--- src/verilog/duart_pkg.sv ---
package duart_pkg;

  // bus geometry: one 32-bit word per register, channel picked by an address bit
  localparam int unsigned DATA_W   = 32;
  localparam int unsigned BE_W     = 4;
  localparam int unsigned ADDR_W   = 6;
  localparam int unsigned REG_W    = 8;
  localparam int unsigned CH_BIT   = 5;
  localparam int unsigned IDX_HI   = 4;
  localparam int unsigned IDX_LO   = 2;
  localparam int unsigned IDX_W    = 3;
  localparam int unsigned NUM_CH   = 2;
  localparam int unsigned LANE0    = 0;

  // register index within a channel (byte offset = index * 4, channel b adds 0x20)
  localparam logic [IDX_W-1:0] IDX_ALT     = 3'h0;
  localparam logic [IDX_W-1:0] IDX_IEN     = 3'h1;
  localparam logic [IDX_W-1:0] IDX_IST_FCT = 3'h2;
  localparam logic [IDX_W-1:0] IDX_LCT     = 3'h3;
  localparam logic [IDX_W-1:0] IDX_MCT     = 3'h4;
  localparam logic [IDX_W-1:0] IDX_LST     = 3'h5;
  localparam logic [IDX_W-1:0] IDX_MST     = 3'h6;
  localparam logic [IDX_W-1:0] IDX_SCRATCH = 3'h7;

  // reset values
  localparam logic [REG_W-1:0] IEN_RST     = 8'h00;
  localparam logic [REG_W-1:0] LCT_RST     = 8'h00;
  localparam logic [REG_W-1:0] MCT_RST     = 8'h00;
  localparam logic [REG_W-1:0] FCT_RST     = 8'h00;
  localparam logic [REG_W-1:0] IST_RST     = 8'h01;
  localparam logic [REG_W-1:0] LST_RST     = 8'h60;
  localparam logic [REG_W-1:0] SCRATCH_RST = 8'h00;
  localparam logic [1:0]       FN_SEL_RST  = 2'h0;
  localparam logic             CONC_RST    = 1'b0;
  localparam logic [3:0]       DELTA_RST   = 4'h0;

  // field positions
  localparam int unsigned ALT_CONC_BIT = 0;
  localparam int unsigned ALT_SEL_LO   = 1;
  localparam int unsigned ALT_SEL_HI   = 2;
  localparam int unsigned ALT_UNUSED_W = 5;
  localparam int unsigned MCT_DTR_BIT  = 0;
  localparam int unsigned MCT_RTS_BIT  = 1;
  localparam int unsigned MCT_UO2_BIT  = 3;

  // level driven on the multi-function pin for the reserved code (inactive)
  localparam logic FN_RSVD_LEVEL = 1'b1;

  typedef enum logic [1:0] {
    FN_UO2   = 2'b00,
    FN_BAUD  = 2'b01,
    FN_RXREQ = 2'b10,
    FN_RSVD  = 2'b11
  } duart_fn_sel_t;

  typedef enum logic {
    BUS_IDLE = 1'b0,
    BUS_DONE = 1'b1
  } duart_bus_state_t;

  // per-channel signals coming from the uart datapath and modem pins
  typedef struct packed {
    logic             tx_serial;
    logic             irq_req;
    logic             transmit_dma_request;
    logic             receive_dma_request_n;
    logic             baud_clock_output_n;
    logic             cts_n;
    logic             dsr_n;
    logic             ri_n;
    logic             cd_n;
    logic [REG_W-1:0] line_status;
    logic [REG_W-1:0] interrupt_status;
  } duart_core_in_t;

  // control register values handed to the datapath
  typedef struct packed {
    logic [REG_W-1:0] interrupt_enable_reg;
    logic [REG_W-1:0] line_control_reg;
    logic [REG_W-1:0] modem_control_reg;
    logic [REG_W-1:0] fifo_control_reg;
  } duart_ctrl_t;

  // per-channel output pins at pin level
  typedef struct packed {
    logic serial_transmit_line;
    logic user_output_two_n;
    logic rts_n;
    logic dtr_n;
    logic irq_out;
    logic transmit_dma_request;
    logic multi_function_output_n;
  } duart_pins_t;

endpackage

--- src/verilog/duart_regs.sv ---
// Added by the designer: the register offsets and the Avalon-MM slave port.
`timescale 1ns/10ps
// Overview of operation
// each channel has an 8-bit scratch byte that affects nothing else
// alternate function bits 7 to 3 are unused and held at zero
// function field picks output-two, baud clock or receive-ready for multi-function pin
// with concurrent-write set, one write updates the register in both channels
// concurrent-write bit is written through either channel's register set
// reads always come from the channel chosen by channel select
// host should match both divisor-latch bits before concurrent writes to 0..2
// reset clears interrupt enable, line, modem, fifo control and alternate function
// after reset interrupt status reads 0x01, no interrupt pending
// after reset line status reads with transmitter-empty bits 6 and 5 set
// after reset modem status upper bits follow pins, change bits are zero
// reset drives transmit, output-two, rts, dtr high and irq, transmit_dma_request low
// scratch read returns last value written, with no side effect
module duart_regs (
  input  wire logic                                  clk_sys_i,
  input  wire logic                                  rst_i,
  input  wire logic [duart_pkg::ADDR_W-1:0]          avs_address_i,
  input  wire logic                                  avs_read_i,
  input  wire logic                                  avs_write_i,
  input  wire logic [duart_pkg::DATA_W-1:0]          avs_writedata_i,
  input  wire logic [duart_pkg::BE_W-1:0]            avs_byteenable_i,
  output logic      [duart_pkg::DATA_W-1:0]          avs_readdata_o,
  output logic                                       avs_waitrequest_o,
  input  wire duart_pkg::duart_core_in_t             core_a_i,
  input  wire duart_pkg::duart_core_in_t             core_b_i,
  output duart_pkg::duart_ctrl_t                     ctrl_a_o,
  output duart_pkg::duart_ctrl_t                     ctrl_b_o,
  output duart_pkg::duart_pins_t                     pins_a_o,
  output duart_pkg::duart_pins_t                     pins_b_o
);

  localparam int unsigned W = duart_pkg::REG_W;

  // register state, one entry per channel except the shared concurrent bit
  logic [W-1:0]                   ien_reg     [duart_pkg::NUM_CH];
  logic [W-1:0]                   lct_reg     [duart_pkg::NUM_CH];
  logic [W-1:0]                   mct_reg     [duart_pkg::NUM_CH];
  logic [W-1:0]                   fct_reg     [duart_pkg::NUM_CH];
  logic [W-1:0]                   ist_reg     [duart_pkg::NUM_CH];
  logic [W-1:0]                   lst_reg     [duart_pkg::NUM_CH];
  logic [W-1:0]                   scratch_reg [duart_pkg::NUM_CH];
  logic [1:0]                     fn_sel_reg  [duart_pkg::NUM_CH];
  logic [3:0]                     modem_reg   [duart_pkg::NUM_CH];
  logic [3:0]                     modem_prev_reg [duart_pkg::NUM_CH];
  logic [3:0]                     delta_reg   [duart_pkg::NUM_CH];
  logic [3:0]                     delta_next  [duart_pkg::NUM_CH];
  logic                           conc_reg;
  duart_pkg::duart_core_in_t      core_in     [duart_pkg::NUM_CH];
  duart_pkg::duart_pins_t         pins_reg    [duart_pkg::NUM_CH];
  duart_pkg::duart_pins_t         pins_next   [duart_pkg::NUM_CH];

  // bus side
  duart_pkg::duart_bus_state_t    state_reg;
  duart_pkg::duart_bus_state_t    state_next;
  logic [duart_pkg::DATA_W-1:0]   readdata_reg;
  logic                           bus_req;
  logic                           wr_fire;
  logic                           rd_fire;
  logic                           sel_ch;
  logic [duart_pkg::IDX_W-1:0]    sel_idx;
  logic [W-1:0]                   wr_byte;
  logic [W-1:0]                   rd_byte;

  // does a write accepted now land in channel ch
  function automatic logic chan_written(input logic ch, input logic sel, input logic conc);
    chan_written = (ch == sel) || conc;
  endfunction

  // modem pins gathered in status-bit order: cd, ri, dsr, cts
  function automatic logic [3:0] modem_pins(input duart_pkg::duart_core_in_t c);
    modem_pins = {c.cd_n, c.ri_n, c.dsr_n, c.cts_n};
  endfunction

  // read multiplexer over one channel's registers
  function automatic logic [W-1:0] reg_read(
    input logic [duart_pkg::IDX_W-1:0] idx,
    input logic [W-1:0]                ien,
    input logic [W-1:0]                ist,
    input logic [W-1:0]                lct,
    input logic [W-1:0]                mct,
    input logic [W-1:0]                lst,
    input logic [3:0]                  modem,
    input logic [3:0]                  delta,
    input logic [W-1:0]                scratch,
    input logic [1:0]                  fn_sel,
    input logic                        conc
  );
    logic [W-1:0] v;
    v = '0;
    if (idx == duart_pkg::IDX_ALT) begin
      v = {{duart_pkg::ALT_UNUSED_W{1'b0}}, fn_sel, conc};
    end else if (idx == duart_pkg::IDX_IEN) begin
      v = ien;
    end else if (idx == duart_pkg::IDX_IST_FCT) begin
      v = ist;
    end else if (idx == duart_pkg::IDX_LCT) begin
      v = lct;
    end else if (idx == duart_pkg::IDX_MCT) begin
      v = mct;
    end else if (idx == duart_pkg::IDX_LST) begin
      v = lst;
    end else if (idx == duart_pkg::IDX_MST) begin
      v = {modem, delta};
    end else begin
      v = scratch;
    end
    reg_read = v;
  endfunction

  assign core_in[0] = core_a_i;
  assign core_in[1] = core_b_i;

  // address decode; the channel bit acts as channel select
  assign sel_ch  = avs_address_i[duart_pkg::CH_BIT];
  assign sel_idx = avs_address_i[duart_pkg::IDX_HI:duart_pkg::IDX_LO];
  assign wr_byte = avs_writedata_i[W-1:0];
  assign bus_req = avs_read_i || avs_write_i;

  // every access takes one wait cycle, then completes at the next edge
  always_comb begin
    state_next = state_reg;
    case (state_reg)
      duart_pkg::BUS_IDLE: begin
        if (bus_req) begin
          state_next = duart_pkg::BUS_DONE;
        end
      end
      duart_pkg::BUS_DONE: begin
        state_next = duart_pkg::BUS_IDLE;
      end
      default: begin
        state_next = duart_pkg::BUS_IDLE;
      end
    endcase
  end

  always_ff @(posedge clk_sys_i) begin
    if (rst_i) begin
      state_reg <= duart_pkg::BUS_IDLE;
    end else begin
      state_reg <= state_next;
    end
  end

  assign avs_waitrequest_o = bus_req && (state_reg == duart_pkg::BUS_IDLE);
  // only lane 0 carries register data; other lanes are ignored on write
  assign wr_fire = avs_write_i && (state_reg == duart_pkg::BUS_DONE) && avs_byteenable_i[duart_pkg::LANE0];
  assign rd_fire = avs_read_i && (state_reg == duart_pkg::BUS_DONE);

  // read data selected by channel select only, never by the concurrent bit
  always_comb begin
    if (sel_ch) begin
      rd_byte = reg_read(sel_idx, ien_reg[1], ist_reg[1], lct_reg[1], mct_reg[1], lst_reg[1],
                         modem_reg[1], delta_reg[1], scratch_reg[1], fn_sel_reg[1], conc_reg);
    end else begin
      rd_byte = reg_read(sel_idx, ien_reg[0], ist_reg[0], lct_reg[0], mct_reg[0], lst_reg[0],
                         modem_reg[0], delta_reg[0], scratch_reg[0], fn_sel_reg[0], conc_reg);
    end
  end

  // captured in the wait cycle so it stands at the completing edge
  always_ff @(posedge clk_sys_i) begin
    if (rst_i) begin
      readdata_reg <= '0;
    end else if (avs_read_i && (state_reg == duart_pkg::BUS_IDLE)) begin
      readdata_reg <= {{(duart_pkg::DATA_W - W){1'b0}}, rd_byte};
    end
  end

  assign avs_readdata_o = readdata_reg;

  // concurrent-write bit is shared; a write to either set's function register moves it
  always_ff @(posedge clk_sys_i) begin
    if (rst_i) begin
      conc_reg <= duart_pkg::CONC_RST;
    end else if (wr_fire && (sel_idx == duart_pkg::IDX_ALT)) begin
      conc_reg <= wr_byte[duart_pkg::ALT_CONC_BIT];
    end
  end

  // host-written control registers; the concurrent bit fans the write out to both channels
  always_ff @(posedge clk_sys_i) begin
    for (int ch = 0; ch < duart_pkg::NUM_CH; ch++) begin
      if (rst_i) begin
        ien_reg[ch]    <= duart_pkg::IEN_RST;
        lct_reg[ch]    <= duart_pkg::LCT_RST;
        mct_reg[ch]    <= duart_pkg::MCT_RST;
        fct_reg[ch]    <= duart_pkg::FCT_RST;
        fn_sel_reg[ch] <= duart_pkg::FN_SEL_RST;
      end else if (wr_fire && chan_written(ch[0], sel_ch, conc_reg)) begin
        if (sel_idx == duart_pkg::IDX_IEN) begin
          ien_reg[ch] <= wr_byte;
        end else if (sel_idx == duart_pkg::IDX_IST_FCT) begin
          fct_reg[ch] <= wr_byte;
        end else if (sel_idx == duart_pkg::IDX_LCT) begin
          lct_reg[ch] <= wr_byte; // divisor-latch bits are the host's to keep aligned
        end else if (sel_idx == duart_pkg::IDX_MCT) begin
          mct_reg[ch] <= wr_byte;
        end else if (sel_idx == duart_pkg::IDX_ALT) begin
          fn_sel_reg[ch] <= wr_byte[duart_pkg::ALT_SEL_HI:duart_pkg::ALT_SEL_LO]; // upper bits dropped
        end
      end
    end
  end

  // scratch byte is plain storage with no reset requirement; cleared for determinism
  always_ff @(posedge clk_sys_i) begin
    for (int ch = 0; ch < duart_pkg::NUM_CH; ch++) begin
      if (rst_i) begin
        scratch_reg[ch] <= duart_pkg::SCRATCH_RST;
      end else if (wr_fire && chan_written(ch[0], sel_ch, conc_reg) && (sel_idx == duart_pkg::IDX_SCRATCH)) begin
        scratch_reg[ch] <= wr_byte;
      end
    end
  end

  // interrupt and line status mirror the datapath, forced to idle values in reset
  always_ff @(posedge clk_sys_i) begin
    for (int ch = 0; ch < duart_pkg::NUM_CH; ch++) begin
      if (rst_i) begin
        ist_reg[ch] <= duart_pkg::IST_RST;
        lst_reg[ch] <= duart_pkg::LST_RST;
      end else begin
        ist_reg[ch] <= core_in[ch].interrupt_status;
        lst_reg[ch] <= core_in[ch].line_status;
      end
    end
  end

  // change flags: set on a pin change, cleared by a modem status read; set wins
  always_comb begin
    for (int ch = 0; ch < duart_pkg::NUM_CH; ch++) begin
      logic [3:0] cur;
      logic [3:0] chg;
      logic       clr;
      cur = modem_pins(core_in[ch]);
      chg = cur ^ modem_prev_reg[ch];
      chg[2] = cur[2] && !modem_prev_reg[ch][2]; // ring flag only on the trailing edge of ring
      clr = rd_fire && (sel_idx == duart_pkg::IDX_MST) && (sel_ch == ch[0]);
      delta_next[ch] = (clr ? duart_pkg::DELTA_RST : delta_reg[ch]) | chg;
    end
  end

  // status bits are complements of the active-low pins, tracked even through reset
  always_ff @(posedge clk_sys_i) begin
    for (int ch = 0; ch < duart_pkg::NUM_CH; ch++) begin
      modem_reg[ch]      <= ~modem_pins(core_in[ch]);
      modem_prev_reg[ch] <= modem_pins(core_in[ch]);
      if (rst_i) begin
        delta_reg[ch] <= duart_pkg::DELTA_RST;
      end else begin
        delta_reg[ch] <= delta_next[ch];
      end
    end
  end

  // next pin levels; multi-function pin follows the per-channel selector
  always_comb begin
    for (int ch = 0; ch < duart_pkg::NUM_CH; ch++) begin
      pins_next[ch].serial_transmit_line = core_in[ch].tx_serial;
      pins_next[ch].user_output_two_n    = ~mct_reg[ch][duart_pkg::MCT_UO2_BIT];
      pins_next[ch].rts_n                = ~mct_reg[ch][duart_pkg::MCT_RTS_BIT];
      pins_next[ch].dtr_n                = ~mct_reg[ch][duart_pkg::MCT_DTR_BIT];
      pins_next[ch].irq_out              = core_in[ch].irq_req;
      pins_next[ch].transmit_dma_request = core_in[ch].transmit_dma_request;
      case (duart_pkg::duart_fn_sel_t'(fn_sel_reg[ch]))
        duart_pkg::FN_UO2: begin
          pins_next[ch].multi_function_output_n = ~mct_reg[ch][duart_pkg::MCT_UO2_BIT];
        end
        duart_pkg::FN_BAUD: begin
          pins_next[ch].multi_function_output_n = core_in[ch].baud_clock_output_n;
        end
        duart_pkg::FN_RXREQ: begin
          pins_next[ch].multi_function_output_n = core_in[ch].receive_dma_request_n;
        end
        default: begin
          pins_next[ch].multi_function_output_n = duart_pkg::FN_RSVD_LEVEL;
        end
      endcase
    end
  end

  // pins are registered: adds one cycle of latency but keeps the reset levels glitch free
  always_ff @(posedge clk_sys_i) begin
    for (int ch = 0; ch < duart_pkg::NUM_CH; ch++) begin
      if (rst_i) begin
        pins_reg[ch].serial_transmit_line    <= 1'b1;
        pins_reg[ch].user_output_two_n       <= 1'b1;
        pins_reg[ch].rts_n                   <= 1'b1;
        pins_reg[ch].dtr_n                   <= 1'b1;
        pins_reg[ch].irq_out                 <= 1'b0;
        pins_reg[ch].transmit_dma_request    <= 1'b0;
        pins_reg[ch].multi_function_output_n <= 1'b1;
      end else begin
        pins_reg[ch] <= pins_next[ch];
      end
    end
  end

  assign pins_a_o = pins_reg[0];
  assign pins_b_o = pins_reg[1];

  // control values for the datapath
  assign ctrl_a_o = '{ien_reg[0], lct_reg[0], mct_reg[0], fct_reg[0]};
  assign ctrl_b_o = '{ien_reg[1], lct_reg[1], mct_reg[1], fct_reg[1]};

endmodule

--- config.mk ---
export PLATFORM = sky130hd
export DESIGN_NAME = duart_regs
export DESIGN_NICKNAME = d
export VERILOG_FILES = /design/src/verilog/duart_pkg.sv /design/src/verilog/duart_regs.sv
export SDC_FILE = /design/constraint.sdc
export NUM_CORES = 1
export LEC_CHECK = 0
export BUFFER_PORTS_ARGS = -buffer_cell sky130_fd_sc_hd__buf_2
export CORE_UTILIZATION = 52
export CTS_CLUSTER_DIAMETER = 50
export DETAILED_ROUTE_END_ITERATION = 7
export GPL_ROUTABILITY_DRIVEN = 0
export GPL_TIMING_DRIVEN = 0
export PLACE_DENSITY_LB_ADDON = 0.08
export SYNTH_ARGS = -nofsm -noshare
export SYNTH_HDL_FRONTEND = slang
export SYNTH_SLANG_ARGS = --single-unit
--- constraint.sdc ---
create_clock -name clk_sys_i -period 2.1 [get_ports clk_sys_i]
set_input_delay 0.21 -clock clk_sys_i [delete_from_list [all_inputs] [get_ports clk_sys_i]]
set_output_delay 0.21 -clock clk_sys_i [all_outputs]
set_load 0.01 [all_outputs]
* Yosys cells after proc, flatten, opt, wreduce, memory -nomap -nowiden
Memories as Yosys holds them, arrays and structs flattened. Cells that the tools add are included.
Word-level totals: memories 12, flip-flop bits (word level) 10, word-level logic and storage cells 178, memory bits (writable) 154, output and inout port bits 111
Operators by class: multiplexer cells 95, reduce and logical (&&, ||, !) cells 23, bitwise operators 34, equality and inequality tests 11
Memories:
- fct_reg | depth 2, width 8, rd ports 2, clocked after memory_dff 0, write ports 2, line duart_regs.sv:41 | logic [W-1:0] fct_reg [duart_pkg::NUM_CH];
- ien_reg | depth 2, width 8, rd ports 2, clocked after memory_dff 0, write ports 2, line duart_regs.sv:38 | logic [W-1:0] ien_reg [duart_pkg::NUM_CH];
- ist_reg | depth 2, width 8, rd ports 2, clocked after memory_dff 0, write ports 2, line duart_regs.sv:42 | logic [W-1:0] ist_reg [duart_pkg::NUM_CH];
- lct_reg | depth 2, width 8, rd ports 2, clocked after memory_dff 0, write ports 2, line duart_regs.sv:39 | logic [W-1:0] lct_reg [duart_pkg::NUM_CH];
- lst_reg | depth 2, width 8, rd ports 2, clocked after memory_dff 0, write ports 2, line duart_regs.sv:43 | logic [W-1:0] lst_reg [duart_pkg::NUM_CH];
- mct_reg | depth 2, width 8, rd ports 2, clocked after memory_dff 0, write ports 2, line duart_regs.sv:40 | logic [W-1:0] mct_reg [duart_pkg::NUM_CH];
- +6 memories
Operator list (count):
- 2-to-1 mux 8 bit | 29
- 2-to-1 mux 1 bit | 55
- bitwise OR 1 bit | 20
- 2-to-1 mux 4 bit | 4
- logical AND 1 bit | 15
- 2-to-1 mux 7 bit | 2
- equality test 3 bit, second input constant | 4
- NOT 1 bit | 8
- NOT 4 bit | 2
- bitwise OR 4 bit | 2
- bitwise XOR 4 bit | 2
- equality test 3 x 2 -> 1 bit, second input constant | 2
- one-hot mux 1 bit (3 select lines) | 2
- equality test 2 x 1 -> 1 bit, second input constant | 2
- equality test 2 bit, second input constant | 2
- zero test 2 bit | 2
- 2-to-1 mux 2 bit | 2
- equality test 3 x 1 -> 1 bit, second input constant | 1
- zero test 3 bit | 1
- logical OR 1 bit | 3
- zero test 1 bit | 2
- one-hot mux 1 bit (2 select lines) | 1

* Longest topological paths before layout
depth after elaboration 10, gate-level depth with buffers 8

* Worst setup path after synthesis
OpenSTA, ideal clock, no wires.
kind input -> register, from in avs_address_i[5] (netlist name), to mem mct_reg[0][0] (netlist name), enable pin, slack 395 ps, stages on the path 5, data arrival time 1331 ps, data required time 1725 ps, library setup time 375 ps, path through buf_2 inv_2 clkbuf_1 o21ai_0 o21bai_1
RTL lines:
- from (decl) | line duart_regs.sv:20 | input wire logic [duart_pkg::ADDR_W-1:0] avs_address_i,
- to (decl) | line duart_regs.sv:40

==> flow_metrics.py <==
metrics = {
    "global_route": {
        "grt_pass1_vias": 5467,
        "grt_overflow": 0,
        "grt_max_degree": 17,
        "grt_pass1_wl_mm": 30.9,
        "grt_util_all_layers_pct": 30.2,
        "antenna_found_initial": 0,
    },
    "pwr": {
        "power_mw": 7.33,
        "switching_share_pct": 24.1,
        "internal_power_mw": 5.56,
        "p_seq_share_pct": 49.0,
        "ir_worst_vdd_uv": 600,
        "comb_power_share_pct": 10.7,
        "p_per_area_nw_per_um2": 813,
        "power_frac_clock_pct": 40.3,
        "p_switching_mw": 1.77,
        "power.leakage_nw": 3.87,
    },
    "sta": {
        "finClkSkew_ns": 0.00539,
        "timing.slew.headroom_pct": 29.4,
        "maxSlewViolCount": 0,
        "worst_slack_ns": -0.153,
        "tns_ns": -1.56,
        "hold_violations": 0,
        "min_period_ns": 2.25,
        "fin_crit_sh_pct": 107,
        "whs_ns": 0.0121,
        "worst_pin_slew_ns": 1.05,
        "rsz0062_at_grt": "true",
        "finalSetupViolCount": 24,
        "timing.fmax_mhz": 444,
    },
    "die": {
        "rows": 41,
        "io_pins": 207,
        "dieWidth_um": 118,
        "die_h_um": 118,
        "die_area_um2": 13900,
        "initial_utilization_pct": 54.4,
        "coreArea_um2": 12800,
    },
    "clock_tree": {
        "htreeDepth": 4,
        "cts_tree": "yes",
        "cts-buffers-inserted": 17,
        "clk_path_buf_depth": 2,
        "cts-root-buf": "clkbuf_16",
        "cts_setup_buffers": 0,
        "cts_sinks": 164,
        "clk_latency_ns": 0.43,
        "clk_pin_slew_worst_paths_ns": 0.06,
    },
    "placed_design": {
        "io_buffers": 151,
        "place_ws_ns": -0.271,
        "hpwlAfterDp_mm": 14.5,
        "dp.cells": 943,
    },
    "logic_synthesis": {
        "ys_warn_count": 0,
        "synthFlopType": "edfxtp_1",
        "ys_ff_latch": 164,
        "yosysSeqAreaShare_pct": 59.2,
        "synthDistinctLibCells": 56,
        "synth_top_area_share_pct": 36.2,
        "syn_area_um2": 6970,
        "async_reset_ff_share_pct": 0,
        "ys_top_cells_by_area": "edfxtp_1, dfxtp_1, and2_1",
        "yosysTopAreaCell": "edfxtp_1",
        "syn_inst": 597,
        "avgSynthCellArea_um2": 11.7,
        "synth_edf_count": 84,
    },
    "setup_path": {
        "cp-end-kind": "register",
        "cp.arrival_ns": 2.31,
        "rrSetupSlack_ns": -0.15,
        "crit_path_start_kind": "register",
        "r2r_end": "scratch_reg[0][2]",
        "rr_worst_depth": 3,
        "crit_type": "register to register",
        "r2r_start": "state_reg",
        "path_max_fanout": 8,
        "crit_required_ns": 2.15,
        "critPathLaunch": "state_reg",
    },
    "finish": {
        "diodes": 0,
        "final_common_cell": "buf_2",
        "final_cells": 1014,
        "fillers": 982,
        "syn2layout_area_growth_pct": 29.3,
        "final_cell_mix": "buf_2, edfxtp_1, and2_1",
        "fin_nets": 925,
        "drive_gt1_share_pct": 31.6,
    },
    "detailed_routing": {
        "post_drt_wl_per_cell_um": 20.1,
        "totalWireLength_mm": 20.4,
        "first_pass_iters": 5,
        "drc_errors": 0,
        "drt-vias-per-instance": 5.50,
        "drtIter0Drc": 578,
        "vias": 5579,
        "ant_nets": 0,
    },
    "status": {
        "violations": "setup timing",
        "outcome": "complete, but fails checks",
    },
    "flow_run": {
        "drv_cap": 0,
    },
    "hold_path": {
        "hold_class": "input port to register",
        "hp-start": "core_b_i[3]",
        "holdPathEnd": "ist_reg[1][3]",
        "hold_path_depth": 2,
    },
}
synthesized netlist by cell type (all sizes together), types with 6 or more instances:
cell type / number
nand2: 24
edfxtp: 84
a21oi: 23
a211oi: 7
clkbuf: 14
o22ai: 8
nand3: 9
or2: 11
o21ai: 21
o21bai: 14
and2: 81
buf: 40
nor2b: 31
nand2b: 8
mux2: 6
mux4: 13
mux2i: 6
nor2: 48
dfxtp: 80
o211ai: 7
xor2: 6
inv: 14
layer usage:
layer | vias to the layer above | GRT usage [%] | part of all wire [%]
li1 | 2533 | - | -
met4 | 0 | 12.6 | 2.9
met2 | 352 | 48.4 | 47
met3 | 51 | 6.83 | 10
met1 | 2643 | 39.7 | 40
met5 | - | 0 | 0
timing repair:
| action | CTS | global route |
|---|---|---|
| resized for setup | 1 | 6 |
| endpoints found under the hold margin | 47 | 0 |
| hold buffers | 39 | 0 |
| setup endpoints to repair | 27 | 72 |
critical path, stage by stage (launching register included):
cell and delay, ns:
dfxtp_1 0.43, and3_1 0.24, o21ai_0 0.33, o21bai_1 0.87
power by group through the flow:
stage / combinational, mW / sequential (mW) / clock, mW
floorplan: 0.388 / 3.66 / 0
detailed placement: 0.711 / 3.66 / 0
global placement: 0.698 / 3.65 / 0
finish: 0.787 / 3.59 / 2.96
global route: 0.842 / 3.60 / 3.09
CTS: 0.771 / 3.59 / 2.98
kinds of logic after synthesis:
group / count (synthesis) / share of synthesized area, %
compound gates: 105 / 10.1
flops: 164 / 59.2
mux: 25 / 6.19
buf+inv: 68 / 5.71
other cells: 1 / 0.0538
simple gates: 228 / 18.1
xor+xnor: 6 / 0.754
stage by stage:
stage	instance area, um2	util, %
finish	9020	70.3
global route	9020	70.3
floorplan	7060	-
global placement	8030	62.6
CTS	8990	70.1
detailed placement	8030	62.6
final cells by class:
| type | count | area, um2 | share of cell area, % |
|---|---|---|---|
| flip-flops and latches | 164 | 4120 | 45.7 |
| multi-input cells | 388 | 2560 | 28.4 |
| repair buffers | 190 | 1150 | 12.7 |
| clock buffers | 21 | 503 | 5.58 |
| plain buffers | 54 | 343 | 3.80 |
| well taps | 172 | 215 | 2.39 |
| clock inverters | 11 | 68.8 | 0.763 |
| inverters | 14 | 55.1 | 0.611 |
worst max path at each step:
stage	to	slack, ns	cells after the start
6_report	scratch_reg[0][2]	-0.15	3
5_1_grt	scratch_reg[0][7]	-0.23	3
4_1_cts	mct_reg[0][4]	-0.04	3
3_5_place_dp	lct_reg[0][6]	-0.27	5
3_3_place_gp	lct_reg[0][6]	-0.28	5
2_1_floorplan	mct_reg[0][0]	0.39	5
No activity file was read; power rests on OpenSTA's default activity.
